$ cat src/rtl/rsb_pkg.sv
// Constants and types for the reset and standby bus sequencer.
// Functional notes
// - Reset in any state: ports become inputs.
// - Reset: strobes high, data bus released.
// - Reset in third state holds address.
// - Two-state second state acts like third.
// - Reset pin sampled on clock falling edge.
// - Early-state reset drives address low later.
package rsb_pkg;

    // ------------------------------------------------------------
    // Widths and reset values
    // ------------------------------------------------------------
    localparam int ADDR_W = 20;
    localparam int DATA_W = 8;
    localparam int PORT_W = 8;
    localparam logic PIN_IDLE = 1'b1;

    // ------------------------------------------------------------
    // Timing
    // ------------------------------------------------------------
    localparam int CLK_PERIOD_NS = 25;
    localparam int RST_LEAD_CYC_I = 10;
    localparam int RECOVERY_NS = 100;
    localparam int RECOVERY_CYC_I = (RECOVERY_NS + CLK_PERIOD_NS - 1) / CLK_PERIOD_NS;
    localparam int CNT_W = 4;
    localparam logic [CNT_W-1:0] RST_LEAD_CYC = CNT_W'(RST_LEAD_CYC_I);
    localparam logic [CNT_W-1:0] RECOVERY_CYC = CNT_W'(RECOVERY_CYC_I);
    localparam logic [CNT_W-1:0] CNT_MAX = 4'hf;

    // ------------------------------------------------------------
    // Access states
    // ------------------------------------------------------------
    typedef enum logic [1:0] {
        ST_IDLE,
        ST_FIRST,
        ST_SECOND,
        ST_THIRD
    } rsb_state_t;

endpackage

$ cat src/rtl/rsb_sync.sv
// Three-stage falling-edge pin synchroniser with agreement filter.
`timescale 1ns/1ps
module rsb_sync
    import rsb_pkg::*;
#(
    parameter int W = 1
) (
    // Clock and reset
    input wire logic clk,
    input wire logic arst_n,
    // Pins
    input wire logic [W-1:0] pin_in,
    output logic [W-1:0] level_out
);

    logic [W-1:0] s1_q, s2_q, s3_q, lvl_q, lvl_d;

    // Only the third and second stages decide; the first feeds the second alone.
    always_comb begin
        lvl_d = lvl_q;
        for (int i = 0; i < W; i++) begin
            if (s2_q[i] == s3_q[i]) begin
                lvl_d[i] = s3_q[i];
            end
        end
    end

    always_ff @(negedge clk or negedge arst_n) begin
        if (!arst_n) begin
            s1_q <= {W{PIN_IDLE}};
            s2_q <= {W{PIN_IDLE}};
            s3_q <= {W{PIN_IDLE}};
            lvl_q <= {W{PIN_IDLE}};
        end else begin
            s1_q <= pin_in;
            s2_q <= s1_q;
            s3_q <= s2_q;
            lvl_q <= lvl_d;
        end
    end

    assign level_out = lvl_q;
endmodule

$ cat src/rtl/rsb_top.sv
// External bus sequencer reacting to the reset and standby pins.
`timescale 1ns/1ps
module rsb_top
    import rsb_pkg::*;
#(
    parameter int AW = ADDR_W,
    parameter int DW = DATA_W,
    parameter int PW = PORT_W
) (
    // Clock and reset
    input wire logic clk,
    input wire logic arst_n,
    // Control pins
    input wire logic external_reset_low,
    input wire logic standby_request_low,
    input wire logic onchip_ram_enable,
    // Access request
    input wire logic req_valid,
    input wire logic req_write,
    input wire logic req_two_state,
    input wire logic [AW-1:0] req_addr,
    input wire logic [DW-1:0] req_wdata,
    output logic acc_done,
    output logic [DW-1:0] acc_rdata,
    // General port
    input wire logic [PW-1:0] port_dir,
    input wire logic [PW-1:0] port_wdata,
    output logic [PW-1:0] port_out,
    output logic [PW-1:0] port_oe_n,
    // External bus
    output logic [AW-1:0] addr_out,
    output logic addr_oe_n,
    output logic address_strobe_low,
    output logic read_strobe_low,
    output logic write_strobe_low,
    output logic strobe_oe_n,
    input wire logic [DW-1:0] data_in,
    output logic [DW-1:0] data_out,
    output logic data_oe_n,
    // Standby status
    output logic standby_active,
    output logic ram_retained,
    output logic recovery_ok
);

    // ------------------------------------------------------------
    // Pin synchronisers
    // ------------------------------------------------------------
    logic [1:0] pin_lvl;

    rsb_sync #(.W(2)) u_sync (
        .clk(clk),
        .arst_n(arst_n),
        .pin_in({standby_request_low, external_reset_low}),
        .level_out(pin_lvl)
    );

    logic rst_low, sby_low;
    assign rst_low = ~pin_lvl[0];
    assign sby_low = ~pin_lvl[1];

    // ------------------------------------------------------------
    // Access state machine
    // ------------------------------------------------------------
    rsb_state_t st_q, st_d;
    logic ph_q, ph_d, two_q, two_d, we_q, we_d, done_q, done_d;
    logic as_q, as_d, rd_q, rd_d, wr_q, wr_d, soe_q, soe_d, doe_q, doe_d, aoe_q, aoe_d;
    logic [AW-1:0] addr_q, addr_d;
    logic [DW-1:0] dout_q, dout_d, rdata_q, rdata_d;
    logic [PW-1:0] pout_q, pout_d, poe_q, poe_d;
    logic final_st;

    // The last state is the third, or the second of a two-state access.
    assign final_st = (st_q == ST_THIRD) || (st_q == ST_SECOND && two_q);

    always_comb begin
        st_d = st_q;
        ph_d = ph_q;
        two_d = two_q;
        we_d = we_q;
        done_d = 1'b0;
        as_d = as_q;
        rd_d = rd_q;
        wr_d = wr_q;
        soe_d = 1'b0;
        aoe_d = 1'b0;
        doe_d = doe_q;
        addr_d = addr_q;
        dout_d = dout_q;
        rdata_d = rdata_q;
        pout_d = port_wdata;
        poe_d = ~port_dir;
        if (sby_low) begin
            // Standby floats every pin and abandons any access.
            st_d = ST_IDLE;
            ph_d = 1'b0;
            as_d = 1'b1;
            rd_d = 1'b1;
            wr_d = 1'b1;
            soe_d = 1'b1;
            aoe_d = 1'b1;
            doe_d = 1'b1;
            poe_d = {PW{1'b1}};
        end else if (rst_low) begin
            poe_d = {PW{1'b1}};
            as_d = 1'b1;
            rd_d = 1'b1;
            wr_d = 1'b1;
            doe_d = 1'b1;
            if (st_q == ST_IDLE) begin
                addr_d = '0;
            end else if (final_st && !ph_q) begin
                ph_d = 1'b1;
            end else begin
                st_d = ST_IDLE;
                ph_d = 1'b0;
            end
        end else begin
            ph_d = ~ph_q;
            case (st_q)
                ST_IDLE: begin
                    ph_d = 1'b0;
                    if (req_valid) begin
                        st_d = ST_FIRST;
                        addr_d = req_addr;
                        two_d = req_two_state;
                        we_d = req_write;
                        dout_d = req_wdata;
                    end
                end
                ST_FIRST: begin
                    if (!ph_q) begin
                        as_d = 1'b0;
                        rd_d = we_q;
                        doe_d = ~we_q;
                    end else begin
                        wr_d = ~we_q;
                        st_d = ST_SECOND;
                    end
                end
                ST_SECOND, ST_THIRD: begin
                    if (ph_q && final_st) begin
                        rdata_d = we_q ? rdata_q : data_in;
                        done_d = 1'b1;
                        as_d = 1'b1;
                        rd_d = 1'b1;
                        wr_d = 1'b1;
                        doe_d = 1'b1;
                        st_d = ST_IDLE;
                    end else if (ph_q) begin
                        st_d = ST_THIRD;
                    end
                end
                default: begin
                    st_d = ST_IDLE;
                end
            endcase
        end
    end

    always_ff @(posedge clk or negedge arst_n) begin
        if (!arst_n) begin
            st_q <= ST_IDLE;
            ph_q <= 1'b0;
            two_q <= 1'b0;
            we_q <= 1'b0;
            done_q <= 1'b0;
            as_q <= 1'b1;
            rd_q <= 1'b1;
            wr_q <= 1'b1;
            soe_q <= 1'b0;
            aoe_q <= 1'b0;
            doe_q <= 1'b1;
            addr_q <= '0;
            dout_q <= '0;
            rdata_q <= '0;
            pout_q <= '0;
            poe_q <= {PW{1'b1}};
        end else begin
            st_q <= st_d;
            ph_q <= ph_d;
            two_q <= two_d;
            we_q <= we_d;
            done_q <= done_d;
            as_q <= as_d;
            rd_q <= rd_d;
            wr_q <= wr_d;
            soe_q <= soe_d;
            aoe_q <= aoe_d;
            doe_q <= doe_d;
            addr_q <= addr_d;
            dout_q <= dout_d;
            rdata_q <= rdata_d;
            pout_q <= pout_d;
            poe_q <= poe_d;
        end
    end

    // ------------------------------------------------------------
    // Standby entry and recovery tracking
    // ------------------------------------------------------------
    logic [CNT_W-1:0] rcnt_q, rcnt_d;
    logic sby_q, sby_d, keep_q, keep_d, rec_q, rec_d;

    always_comb begin
        rcnt_d = rst_low ? ((rcnt_q == CNT_MAX) ? rcnt_q : rcnt_q + 1'b1) : '0;
        sby_d = sby_low;
        keep_d = keep_q;
        rec_d = rec_q;
        if (sby_low && !sby_q) begin
            keep_d = !onchip_ram_enable || (rcnt_q >= RST_LEAD_CYC);
            rec_d = 1'b0;
        end
        if (!sby_low && sby_q) begin
            rec_d = rst_low && (rcnt_q >= RECOVERY_CYC);
        end
    end

    always_ff @(posedge clk or negedge arst_n) begin
        if (!arst_n) begin
            rcnt_q <= '0;
            sby_q <= 1'b0;
            keep_q <= 1'b0;
            rec_q <= 1'b0;
        end else begin
            rcnt_q <= rcnt_d;
            sby_q <= sby_d;
            keep_q <= keep_d;
            rec_q <= rec_d;
        end
    end

    assign acc_done = done_q;
    assign acc_rdata = rdata_q;
    assign port_out = pout_q;
    assign port_oe_n = poe_q;
    assign addr_out = addr_q;
    assign addr_oe_n = aoe_q;
    assign address_strobe_low = as_q;
    assign read_strobe_low = rd_q;
    assign write_strobe_low = wr_q;
    assign strobe_oe_n = soe_q;
    assign data_out = dout_q;
    assign data_oe_n = doe_q;
    assign standby_active = sby_q;
    assign ram_retained = keep_q;
    assign recovery_ok = rec_q;
endmodule

$ cat config.mk
export PLATFORM = sky130hd
export DESIGN_NAME = rsb_top
export DESIGN_NICKNAME = d
export VERILOG_FILES = /design/src/rtl/rsb_pkg.sv /design/src/rtl/rsb_sync.sv /design/src/rtl/rsb_top.sv
export SDC_FILE = /design/constraint.sdc
export NUM_CORES = 1
export LEC_CHECK = 0
export BUFFER_PORTS_ARGS = -buffer_cell sky130_fd_sc_hd__buf_2
export CORE_MARGIN = 8
export CORE_UTILIZATION = 30
export DETAILED_ROUTE_END_ITERATION = 6
export GPL_TIMING_DRIVEN = 1
export SETUP_SLACK_MARGIN = 0.2
export SLEW_MARGIN = 10
export SYNTH_ARGS = -nofsm -noshare
export SYNTH_HDL_FRONTEND = slang
export SYNTH_HIERARCHICAL = 1
export SYNTH_SLANG_ARGS = --single-unit
$ cat constraint.sdc
create_clock -name clk -period 1.5 [get_ports clk]
set_input_delay 0.075 -clock clk [delete_from_list [all_inputs] [get_ports clk]]
set_output_delay 0.075 -clock clk [all_outputs]
set_load 0.01 [all_outputs]
==> results of run 1 <==
==> worst reg2reg max path, stage by stage, from the launching register on <==
cell and delay (ns):
dfstp_2 0.52, and2_4 0.15, and3_4 0.31, mux2_1 0.35
==> cell type report <==
cell class / instances / area, µm² / share of cell area [%]
sequential: 77 / 1950 / 41.1
timing repair buffer: 202 / 1430 / 30.1
multi-input combinational: 107 / 991 / 20.9
tap: 133 / 166 / 3.50
clock buffer: 14 / 153 / 3.21
clock inverter: 10 / 40.0 / 0.843
inverter: 5 / 21.3 / 0.448
==> power breakdown <==
part	internal, mW	leakage [nW]	switching (mW)
combinational	0.591	1.26	0.512
clock	0.673	0.127	0.758
sequential	2.33	0.946	0.160
total	3.60	2.33	1.43
==> synth_stat cells (4+ instances only) <==
cell type | instances | area share (%)
dfrtp_1 | 57 | 49
mux2_1 | 10 | 3.9
a21oi_1 | 4 | 0.69
buf_4 | 4 | 1.0
mux2_4 | 8 | 4.1
a22o_1 | 20 | 6.0
nand2_1 | 12 | 1.5
dfstp_2 | 20 | 18
ha_1 | 4 | 1.7
nor3_1 | 4 | 0.69
inv_1 | 6 | 0.77
nor2_1 | 10 | 1.3
clkbuf_1 | 5 | 0.65
==> timing repair <==
action,CTS,global route
buffers inserted,9,0
endpoints found under the hold margin,83,0
gates cloned,0,1
pin swaps,3,5
hold buffers,56,0
setup endpoints to repair,61,61
gates resized for setup,17,14
==> cell families after synthesis <==
group                    share of synthesized area, %
flip-flops                                       67.2
AO/OA/AOI/OAI                                    11.2
AND/OR/NAND/NOR                                  6.72
buffers and inverters                            3.79
multiplexers                                     8.35
adder cells (fa/ha/maj)                          2.50
XOR/XNOR                                        0.301
==> stage by stage <==
stage,hold slack (ns),setup TNS (ns)
after floorplan,-0.221,-30.32
after global placement,-0.00867,-31.52
after detailed placement,-0.00555,-32.53
after CTS,0.0643,-33.80
after global routing,0.132,-38.06
final,0.150,-34.54
==> cell usage in the layout, fill, tap and decap left out, types with 2 or more instances in the layout <==
cell type	n
buf_2	120
dfrtp_1	57
dlygate4sd3_1	56
a22o_1	20
dfstp_2	20
buf_4	16
inv_1	12
nand2_1	10
clkbuf_8	10
nor2_1	9
mux2_4	9
mux2_1	9
buf_6	5
clkbuf_1	4
a31oi_1	3
ha_1	3
buf_8	3
nor3_2	2
nand3_1	2
nor2b_1	2
a21oi_1	2
nand2b_1	2
nor3b_1	2
a2111oi_4	2
a21oi_2	2
clkinv_2	2
maj3_2	2
==> path summary, 6_finish.rpt <==
kind                                                 start                         endpoint  slack (ns)  cells after the start
max                        u_sync/level_out[0]$_DFFE_NN1N_          data_out[4]$_DFFE_PN0P_       -0.73                      3
min                                              req_valid              st_q[0]$_DFFE_PN0P_        0.15                      3
max reg2reg                u_sync/level_out[0]$_DFFE_NN1N_          data_out[4]$_DFFE_PN0P_       -0.73                      3
min reg2reg                       u_sync/s1_q[0]$_DFF_NN1_         u_sync/s2_q[0]$_DFF_NN1_        0.36                      0
max in group asynchronous                           arst_n  u_sync/level_out[0]$_DFFE_NN1N_        0.32                      2
min in group asynchronous                           arst_n          recovery_ok$_DFFE_PN0P_        0.16                      2
==> per-layer routing <==
layer | vias up | share of wire (%) | track usage (%)
li1 | 1129 | - | -
met2 | 92 | 50 | 21.5
met3 | 11 | 7.8 | 5.85
met1 | 1203 | 41 | 14.5
met4 | 0 | 1.3 | 3.02
met5 | - | 0 | 0
==> state kept, by name, summed over array words and instances, names as in the netlist <==
register and count:
addr_out 20, acc_rdata 8, data_out 8, port_oe_n 8, port_out 8, rcnt_q 4
st_q 2, u_sync/level_out 2, u_sync/s1_q 2, u_sync/s2_q 2, u_sync/s3_q 2, acc_done 1
addr_oe_n 1, address_strobe_low 1, data_oe_n 1, ph_q 1, ram_retained 1, read_strobe_low 1
recovery_ok 1, two_q 1, we_q 1, write_strobe_low 1
==> flow_summary_export.csv, run 1 <==
group,metric,value,unit
synth,ys.warnings.count,6,
finish,post-route-util,49.5,%
power,p_per_area,1060,nW/µm²
setup_path,worst-path-max-fanout,12,
setup_path,path_cells,"and2_4, and3_4, mux2_1",
finish,fin_nets,474,
routing,wl,8.47,mm
timing,finalSetupViolCount,61,
power,vdd_drop_max,0.000506,V
routing,drt-pass1-iter-count,4,
floorplanning,start_util,30.3,%
clock_network,cts_htree_levels,3,
placed_design,dp.cells,459,
grt,antenna_found_initial,0,
power,power,5.03,mW
hold_path,hp-class,"in -> reg",
timing,slew_violations,0,
placed_design,post-place-ws,-0.721,ns
clock_network,clock_latency,0.37,ns
timing,slew_headroom,56.0,%
placed_design,dpl_cell_area,3760,µm²
setup_path,cp_top_family,"flip-flops",
timing,grt_setup_unrepaired,"yes",
clock_network,cts_buffer_depth,2,
synth,synth_edf_count,0,
grt,grt_max_degree,24,
power,leakage,2.33,nW
job,cap_violations,0,
finish,instances_no_fill,548,
routing,routedWlPerCell,15.5,µm
clock_network,cts_tree,"done",
routing,viasPerCell,4.44,
grt,grt_first_pass_wirelength,13.2,mm
grt,grtUsageTotal,12.8,%
floorplanning,coreArea,9590,µm²
floorplanning,rows,36,
grt,grt_pass1_vias,2612,
floorplanning,die_h,114,µm
setup_path,crit_arrival,2.45,ns
finish,area_growth,63.5,%
synth,synth_seq_cells,77,
outcome,status,"complete, but fails checks",
clock_network,cts_num_sinks,77,
synth,synth_area,2910,µm²
synth,syn-num-nets,267,
outcome,violations,"setup timing",
setup_path,critPathSlowestCell,"dfstp_2",
clock_network,cts_root_buf,"clkbuf_8",
floorplanning,io_pins,122,
setup_path,required,1.72,ns
timing,finalClockSkew,0.0420,ns
floorplanning,die_area,13100,µm²
placed_design,portBuffers,121,
timing,hold_viol_final,0,
synth,async_flop_share,100,%
routing,drt_iter0_markers,135,
routing,vias,2435,
floorplanning,die_width,114,µm
placed_design,place_congestion,0.741,
setup_path,max_stage_delay,0.52,ns
routing,ant_nets,0,
timing,setup_slack,-0.732,ns
timing,tightest_slew,0.658,ns
setup_path,cp-start-kind,"register",
clock_network,path_clk_slew,0.07,ns
synth,yosysUniqueCellTypes,39,
synth,netlist_instances,203,
clock_network,numCtsBuffers,9,
synth,ys.flop_type,"dfrtp_1",
setup_path,crit_buf_inv,0,
grt,grt_remaining_overflow,0,
routing,drc,0,
setup_path,crit_path_end_kind,"register",
setup_path,path_class,"reg -> reg",
finish,drive_above_1_share,50.8,%
synth,synth_seq_area_share,67.2,%
placed_design,dp_hpwl,5.28,mm
synth,syn-mean-instance-area,14.3,µm²
finish,antenna_cells,0,
finish,nFillCells,844,
finish,fin_area,4750,µm²
(Power assumes the default switching activity.)
==> run 2: changes to the inputs <==
==> constraint.sdc (replaced) <==
create_clock -name clk -period 2.33 [get_ports clk]
set_input_delay 0.1165 -clock clk [delete_from_list [all_inputs] [get_ports clk]]
set_output_delay 0.1165 -clock clk [all_outputs]
set_load 0.01 [all_outputs]
==> run 2 against run 1 <==
Against the previous run: non-clock buffer count decreased by 8; the flow still finishes with violations (setup timing); via count shrank 3.7%; register-to-register slack better by 0.42 ns; die area did not move; count of clock-buffer cells in the layout fell by 3; routed wire length shrank 2.5%; clock skew is 0.0019 ns lower; global-route usage rose by 0.45 points; utilization decreased by 0.40 points; combinational power fell by 38%; sequential share of layout area is 0.34 points higher.
==> flow_summary_export.csv, run 2 (synthesized netlist as in run 1, its figures left out) <==
group,metric,value,unit
timing,grt_setup_unrepaired,"yes",
clock_network,cts_buffer_depth,2,
finish,nFillCells,850,
finish,area_growth,62.1,%
timing,finalClockSkew,0.0400,ns
clock_network,cts_tree,"done",
placed_design,place_congestion,0.729,
routing,viasPerCell,4.34,
power,p_int,2.50,mW
routing,ant_nets,0,
clock_network,cts_root_buf,"clkbuf_8",
finish,drive_above_1_share,49.9,%
grt,grt_pass1_vias,2662,
placed_design,dpl_cell_area,3700,µm²
clock_network,cts_num_sinks,77,
grt,grt_remaining_overflow,0,
routing,wl_met3,623,µm
timing,setup_slack,-0.313,ns
routing,maxUsedRoutingLayer,"met4",
power,clkPwrFrac,32.9,%
timing,hold_viol_final,0,
floorplanning,start_util,30.3,%
setup_path,crit_buf_inv,0,
placed_design,dp_hpwl,5.28,mm
timing,finalSetupViolCount,45,
hold_path,hp-class,"in -> reg",
outcome,status,"complete, but fails checks",
clock_network,clock_latency,0.37,ns
placed_design,portBuffers,121,
routing,dr_wl_met2,4.11,mm
power,seq_power_share,47.1,%
power,p_per_area,727,nW/µm²
floorplanning,die_width,114,µm
grt,antenna_found_initial,0,
finish,antenna_cells,0,
floorplanning,rows,36,
setup_path,required,2.56,ns
setup_path,cp_top_family,"flip-flops",
routing,routedWlPerCell,15.3,µm
setup_path,max_stage_delay,0.53,ns
finish,largest_reg_flops,20,
timing,setup-tns-final,-11.70,ns
routing,wl,8.26,mm
routing,drt-pass1-iter-count,4,
finish,fin_area,4710,µm²
clock_network,path_clk_slew,0.08,ns
setup_path,path_class,"reg -> reg",
power,vdd_drop_max,0.000392,V
setup_path,critPathSlowestCell,"dfstp_2",
timing,tightest_slew,0.666,ns
floorplanning,coreArea,9590,µm²
routing,drc,0,
power,switching_share,27.1,%
grt,grt_max_degree,36,
job,cap_violations,0,
floorplanning,die_area,13100,µm²
power,net-switching-power,0.929,mW
finish,final_cell_mix,"buf_2, dfrtp_1, dlygate4sd3_1, a22o_1, dfstp_2",
setup_path,cp-start-kind,"register",
clock_network,cts_htree_levels,3,
routing,vias,2346,
power,leakage,2.31,nW
floorplanning,die_h,114,µm
outcome,violations,"setup timing",
floorplanning,io_pins,122,
routing,routedLengthMet1,3.46,mm
finish,final_common_cell,"buf_2",
timing,slew_violations,0,
power,power_frac_comb,20.1,%
setup_path,crit_arrival,2.87,ns
timing,slew_headroom,55.5,%
grt,grt_first_pass_wirelength,13.8,mm
routing,drt_iter0_markers,110,
grt,grtUsageTotal,13.3,%
setup_path,path_cells,"and2_4, and3_4, mux2_1",
finish,fin_nets,466,
clock_network,numCtsBuffers,9,
setup_path,crit_path_end_kind,"register",
setup_path,worst-path-max-fanout,12,
-- run 2: final timing paths --
kind	depth (start not counted)	start	slack, ns	end
min in group asynchronous	2	arst_n	0.27	data_out[0]$_DFFE_PN0P_
setup / recovery	3	u_sync/level_out[1]$_DFFE_NN1N_	-0.31	data_out[0]$_DFFE_PN0P_
hold / removal	2	req_addr[2]	0.01	addr_out[2]$_DFFE_PN0P_
setup reg to reg	3	u_sync/level_out[1]$_DFFE_NN1N_	-0.31	data_out[0]$_DFFE_PN0P_
max in group asynchronous	2	arst_n	0.58	u_sync/s3_q[0]$_DFF_NN1_
hold reg to reg	0	u_sync/s1_q[0]$_DFF_NN1_	0.35	u_sync/s2_q[0]$_DFF_NN1_
-- run 2: power groups by stage --
stage | Clock (mW) | Combinational (mW) | Sequential [mW]
after detailed placement | 0.0238 | 0.533 | 1.63
after CTS | 1.17 | 0.676 | 1.61
after floorplan | 0.0238 | 0.216 | 1.67
after global placement | 0.0238 | 0.520 | 1.62
final | 1.13 | 0.687 | 1.61
after global routing | 1.25 | 0.755 | 1.64
-- run 2: per-layer routing --
metal  GRT usage, %  vias up
met5              0        -
li1               -     1117
met1           15.4     1143
met2           22.1       80
met3           5.96        6
met4           2.66        0
-- run 2: through the flow --
step	std cells	hold slack, ns	power [mW]	worst slack [ns]	utilization, %
2_1_floorplan	203	-0.179	1.91	-0.327	-
3_3_place_gp	453	0.0898	2.17	-0.272	38.5
3_5_place_dp	453	0.0884	2.18	-0.298	38.5
4_1_cts	535	0.00111	3.46	-0.301	48.2
5_1_grt	540	0.00348	3.64	-0.345	49.1
6_report	540	0.0147	3.43	-0.313	49.1
-- run 2: cell type report --
| cell class | instances | area (µm²) | share of cell area (%) |
|---|---|---|---|
| flip-flops and latches | 77 | 1950 | 41.4 |
| repair buffers | 194 | 1370 | 29.0 |
| multi-input cells | 107 | 963 | 20.4 |
| well taps | 133 | 166 | 3.53 |
| clock buffers | 11 | 131 | 2.79 |
| clock inverters | 13 | 113 | 2.39 |
| inverters | 5 | 18.8 | 0.398 |
-- run 2: repair_timing --
action / 4_1_cts / 5_1_grt
pin swaps: 2 / 1
gates cloned: 3 / 0
endpoints found under the hold margin: 71 / 3
buffers inserted: 7 / 2
gates resized for setup: 17 / 9
setup endpoints to repair: 56 / 57
hold buffers: 49 / 3
==> run 3: changes to the inputs <==
--- a/config.mk
+++ b/config.mk
@@ -10,7 +10,6 @@
 export CORE_UTILIZATION = 30
 export DETAILED_ROUTE_END_ITERATION = 6
 export GPL_TIMING_DRIVEN = 1
-export SETUP_SLACK_MARGIN = 0.2
 export SLEW_MARGIN = 10
 export SYNTH_ARGS = -nofsm -noshare
 export SYNTH_HDL_FRONTEND = slang
==> run 3 against run 2 <==
Against the previous run: the flow still finishes with violations (setup timing); sequential power about the same; global-route usage fell by 1.5 points; count of clock-buffer cells in the layout decreased by 1; register-to-register slack barely moved; clock skew is 0.0020 ns lower; clock power decreased by 20%; first-iteration DRC count rose by 31%; non-clock buffer count down 11; critical path depth unchanged; largest cell class unchanged; largest power group unchanged.
==> flow_summary_export.csv, run 3 (synthesized netlist as in run 1, its figures left out) <==
group,metric,value,unit
floorplanning,rows,36,
routing,drt_iter0_markers,144,
grt,grt_max_degree,35,
grt,grt_first_pass_wirelength,12.2,mm
placed_design,place_congestion,0.739,
clock_network,cts_tree,"done",
clock_network,cts_buffer_depth,2,
placed_design,portBuffers,121,
timing,setup_slack,-0.305,ns
placed_design,dp_hpwl,5.32,mm
grt,grtUsageTotal,11.7,%
floorplanning,io_pins,122,
timing,slew_headroom,65.1,%
finish,largest_reg_flops,20,
routing,wl,7.82,mm
timing,finalSetupViolCount,41,
placed_design,dp.cells,452,
grt,grt_remaining_overflow,0,
setup_path,cp-start-kind,"register",
finish,final_common_cell,"buf_2",
finish,area_growth,54.4,%
hold_path,hold_depth,2,
outcome,violations,"setup timing",
grt,grt_pass1_vias,2435,
clock_network,cts_root_buf,"clkbuf_8",
clock_network,path_clk_slew,0.07,ns
clock_network,cts_htree_levels,3,
finish,fin_nets,455,
floorplanning,die_h,114,µm
clock_network,clock_latency,0.37,ns
power,p_per_area,698,nW/µm²
setup_path,required,2.55,ns
setup_path,reg2regPathDepth,3,
timing,hold_viol_final,0,
placed_design,post-place-ws,-0.338,ns
timing,grt_setup_unrepaired,"yes",
hold_path,hp-class,"in -> reg",
finish,drive_above_1_share,48.2,%
routing,ant_nets,0,
power,vdd_drop_max,0.000405,V
finish,final_cell_mix,"buf_2, dfrtp_1, dlygate4sd3_1, a22o_1, dfstp_2",
floorplanning,die_width,114,µm
power,leakage,2.22,nW
setup_path,worstReg2RegEnd,"acc_rdata[3]$_DFFE_PN0P_",
setup_path,worst-path-max-fanout,8,
finish,nFillCells,871,
setup_path,critical_path.startpoint,"u_sync/level_out[1]$_DFFE_NN1N_",
grt,antenna_found_initial,0,
routing,vias,2299,
finish,antenna_cells,0,
finish,instances_no_fill,529,
setup_path,crit_arrival,2.86,ns
job,cap_violations,0,
routing,routedWlPerCell,14.8,µm
setup_path,crit_path_end_kind,"register",
routing,drc,0,
floorplanning,start_util,30.3,%
routing,drt-pass1-iter-count,4,
timing,tightest_slew,0.523,ns
setup_path,critPathCapture,"acc_rdata[3]$_DFFE_PN0P_",
timing,finalClockSkew,0.0380,ns
setup_path,r2r_slack,-0.30,ns
clock_network,numCtsBuffers,9,
timing,slew_violations,0,
outcome,status,"complete, but fails checks",
setup_path,r2r_start,"u_sync/level_out[1]$_DFFE_NN1N_",
clock_network,cts_num_sinks,77,
setup_path,path_class,"reg -> reg",
routing,viasPerCell,4.35,
floorplanning,coreArea,9590,µm²
floorplanning,die_area,13100,µm²
[run 3: cell types whose count changed in the layout (fill, tap and decap cells not counted), sizes merged]
cell | previous run | this run
buf | 141 | 131
bufinv | 2 | 0
clkbuf | 12 | 10
clkinv | 2 | 3
clkinvlp | 1 | 2
inv | 13 | 14
[run 3: worst min-delay path by stage]
stage | endpoint | start | slack (ns)
after floorplan | acc_done$_DFF_PN0_ | arst_n | -0.18
after global placement | data_out[6]$_DFFE_PN0P_ | arst_n | 0.03
after detailed placement | data_out[2]$_DFFE_PN0P_ | arst_n | 0.03
after CTS | addr_out[15]$_DFFE_PN0P_ | req_addr[15] | 0.001
after global routing | addr_out[14]$_DFFE_PN0P_ | req_addr[14] | 0.001
final | addr_out[13]$_DFFE_PN0P_ | req_addr[13] | 0.01
[run 3: metal layers]
metal | GRT usage, % | part of all wire, % | vias to the layer above
met3 | 5.54 | 8.6 | 11
met4 | 3.28 | 1.1 | 0
met2 | 18.7 | 49 | 79
li1 | - | - | 1092
met5 | 0 | 0 | -
met1 | 13.8 | 41 | 1117
[run 3: final cells by class]
cell class,count,area [µm²],area share [%]
clock buffer,10,128,2.84
inverter,5,18.8,0.418
timing repair buffer,183,1220,27.3
tap,133,166,3.71
sequential,77,1950,43.5
clock inverter,14,67.6,1.51
multi-input combinational,107,932,20.8
[run 3: report_power, final]
part           internal, mW  switching [mW]  total, mW
Sequential             1.50           0.104       1.61
Combinational         0.322           0.296      0.619
Clock                 0.401           0.507      0.908
Total                  2.23           0.908       3.13
[run 3: worst max-delay path, stage by stage (launching register included)]
cell,delay (ns)
dfstp_2,0.52
and2_4,0.14
and4_4,0.34
mux2_4,0.32
[run 3: repair_timing]
item / 4_1_cts / 5_1_grt
pin swaps: 1 / 1
endpoints found under the setup margin: 42 / 43
hold buffers: 50 / 2
gates resized for setup: 4 / 8
buffers inserted: 0 / 2
hold endpoints to repair: 62 / 2
[run 3: stage by stage]
step	utilization (%)	TNS [ns]	total power, mW	hold WS [ns]	area, µm²
after floorplan	-	-8.00	1.91	-0.179	2940
after global placement	38.5	-10.16	2.17	0.0255	3690
after detailed placement	38.5	-11.10	2.18	0.0300	3690
after CTS	45.9	-10.72	3.16	0.00122	4400
after global routing	46.8	-12.89	3.33	0.00132	4490
final	46.8	-10.47	3.13	0.0141	4490
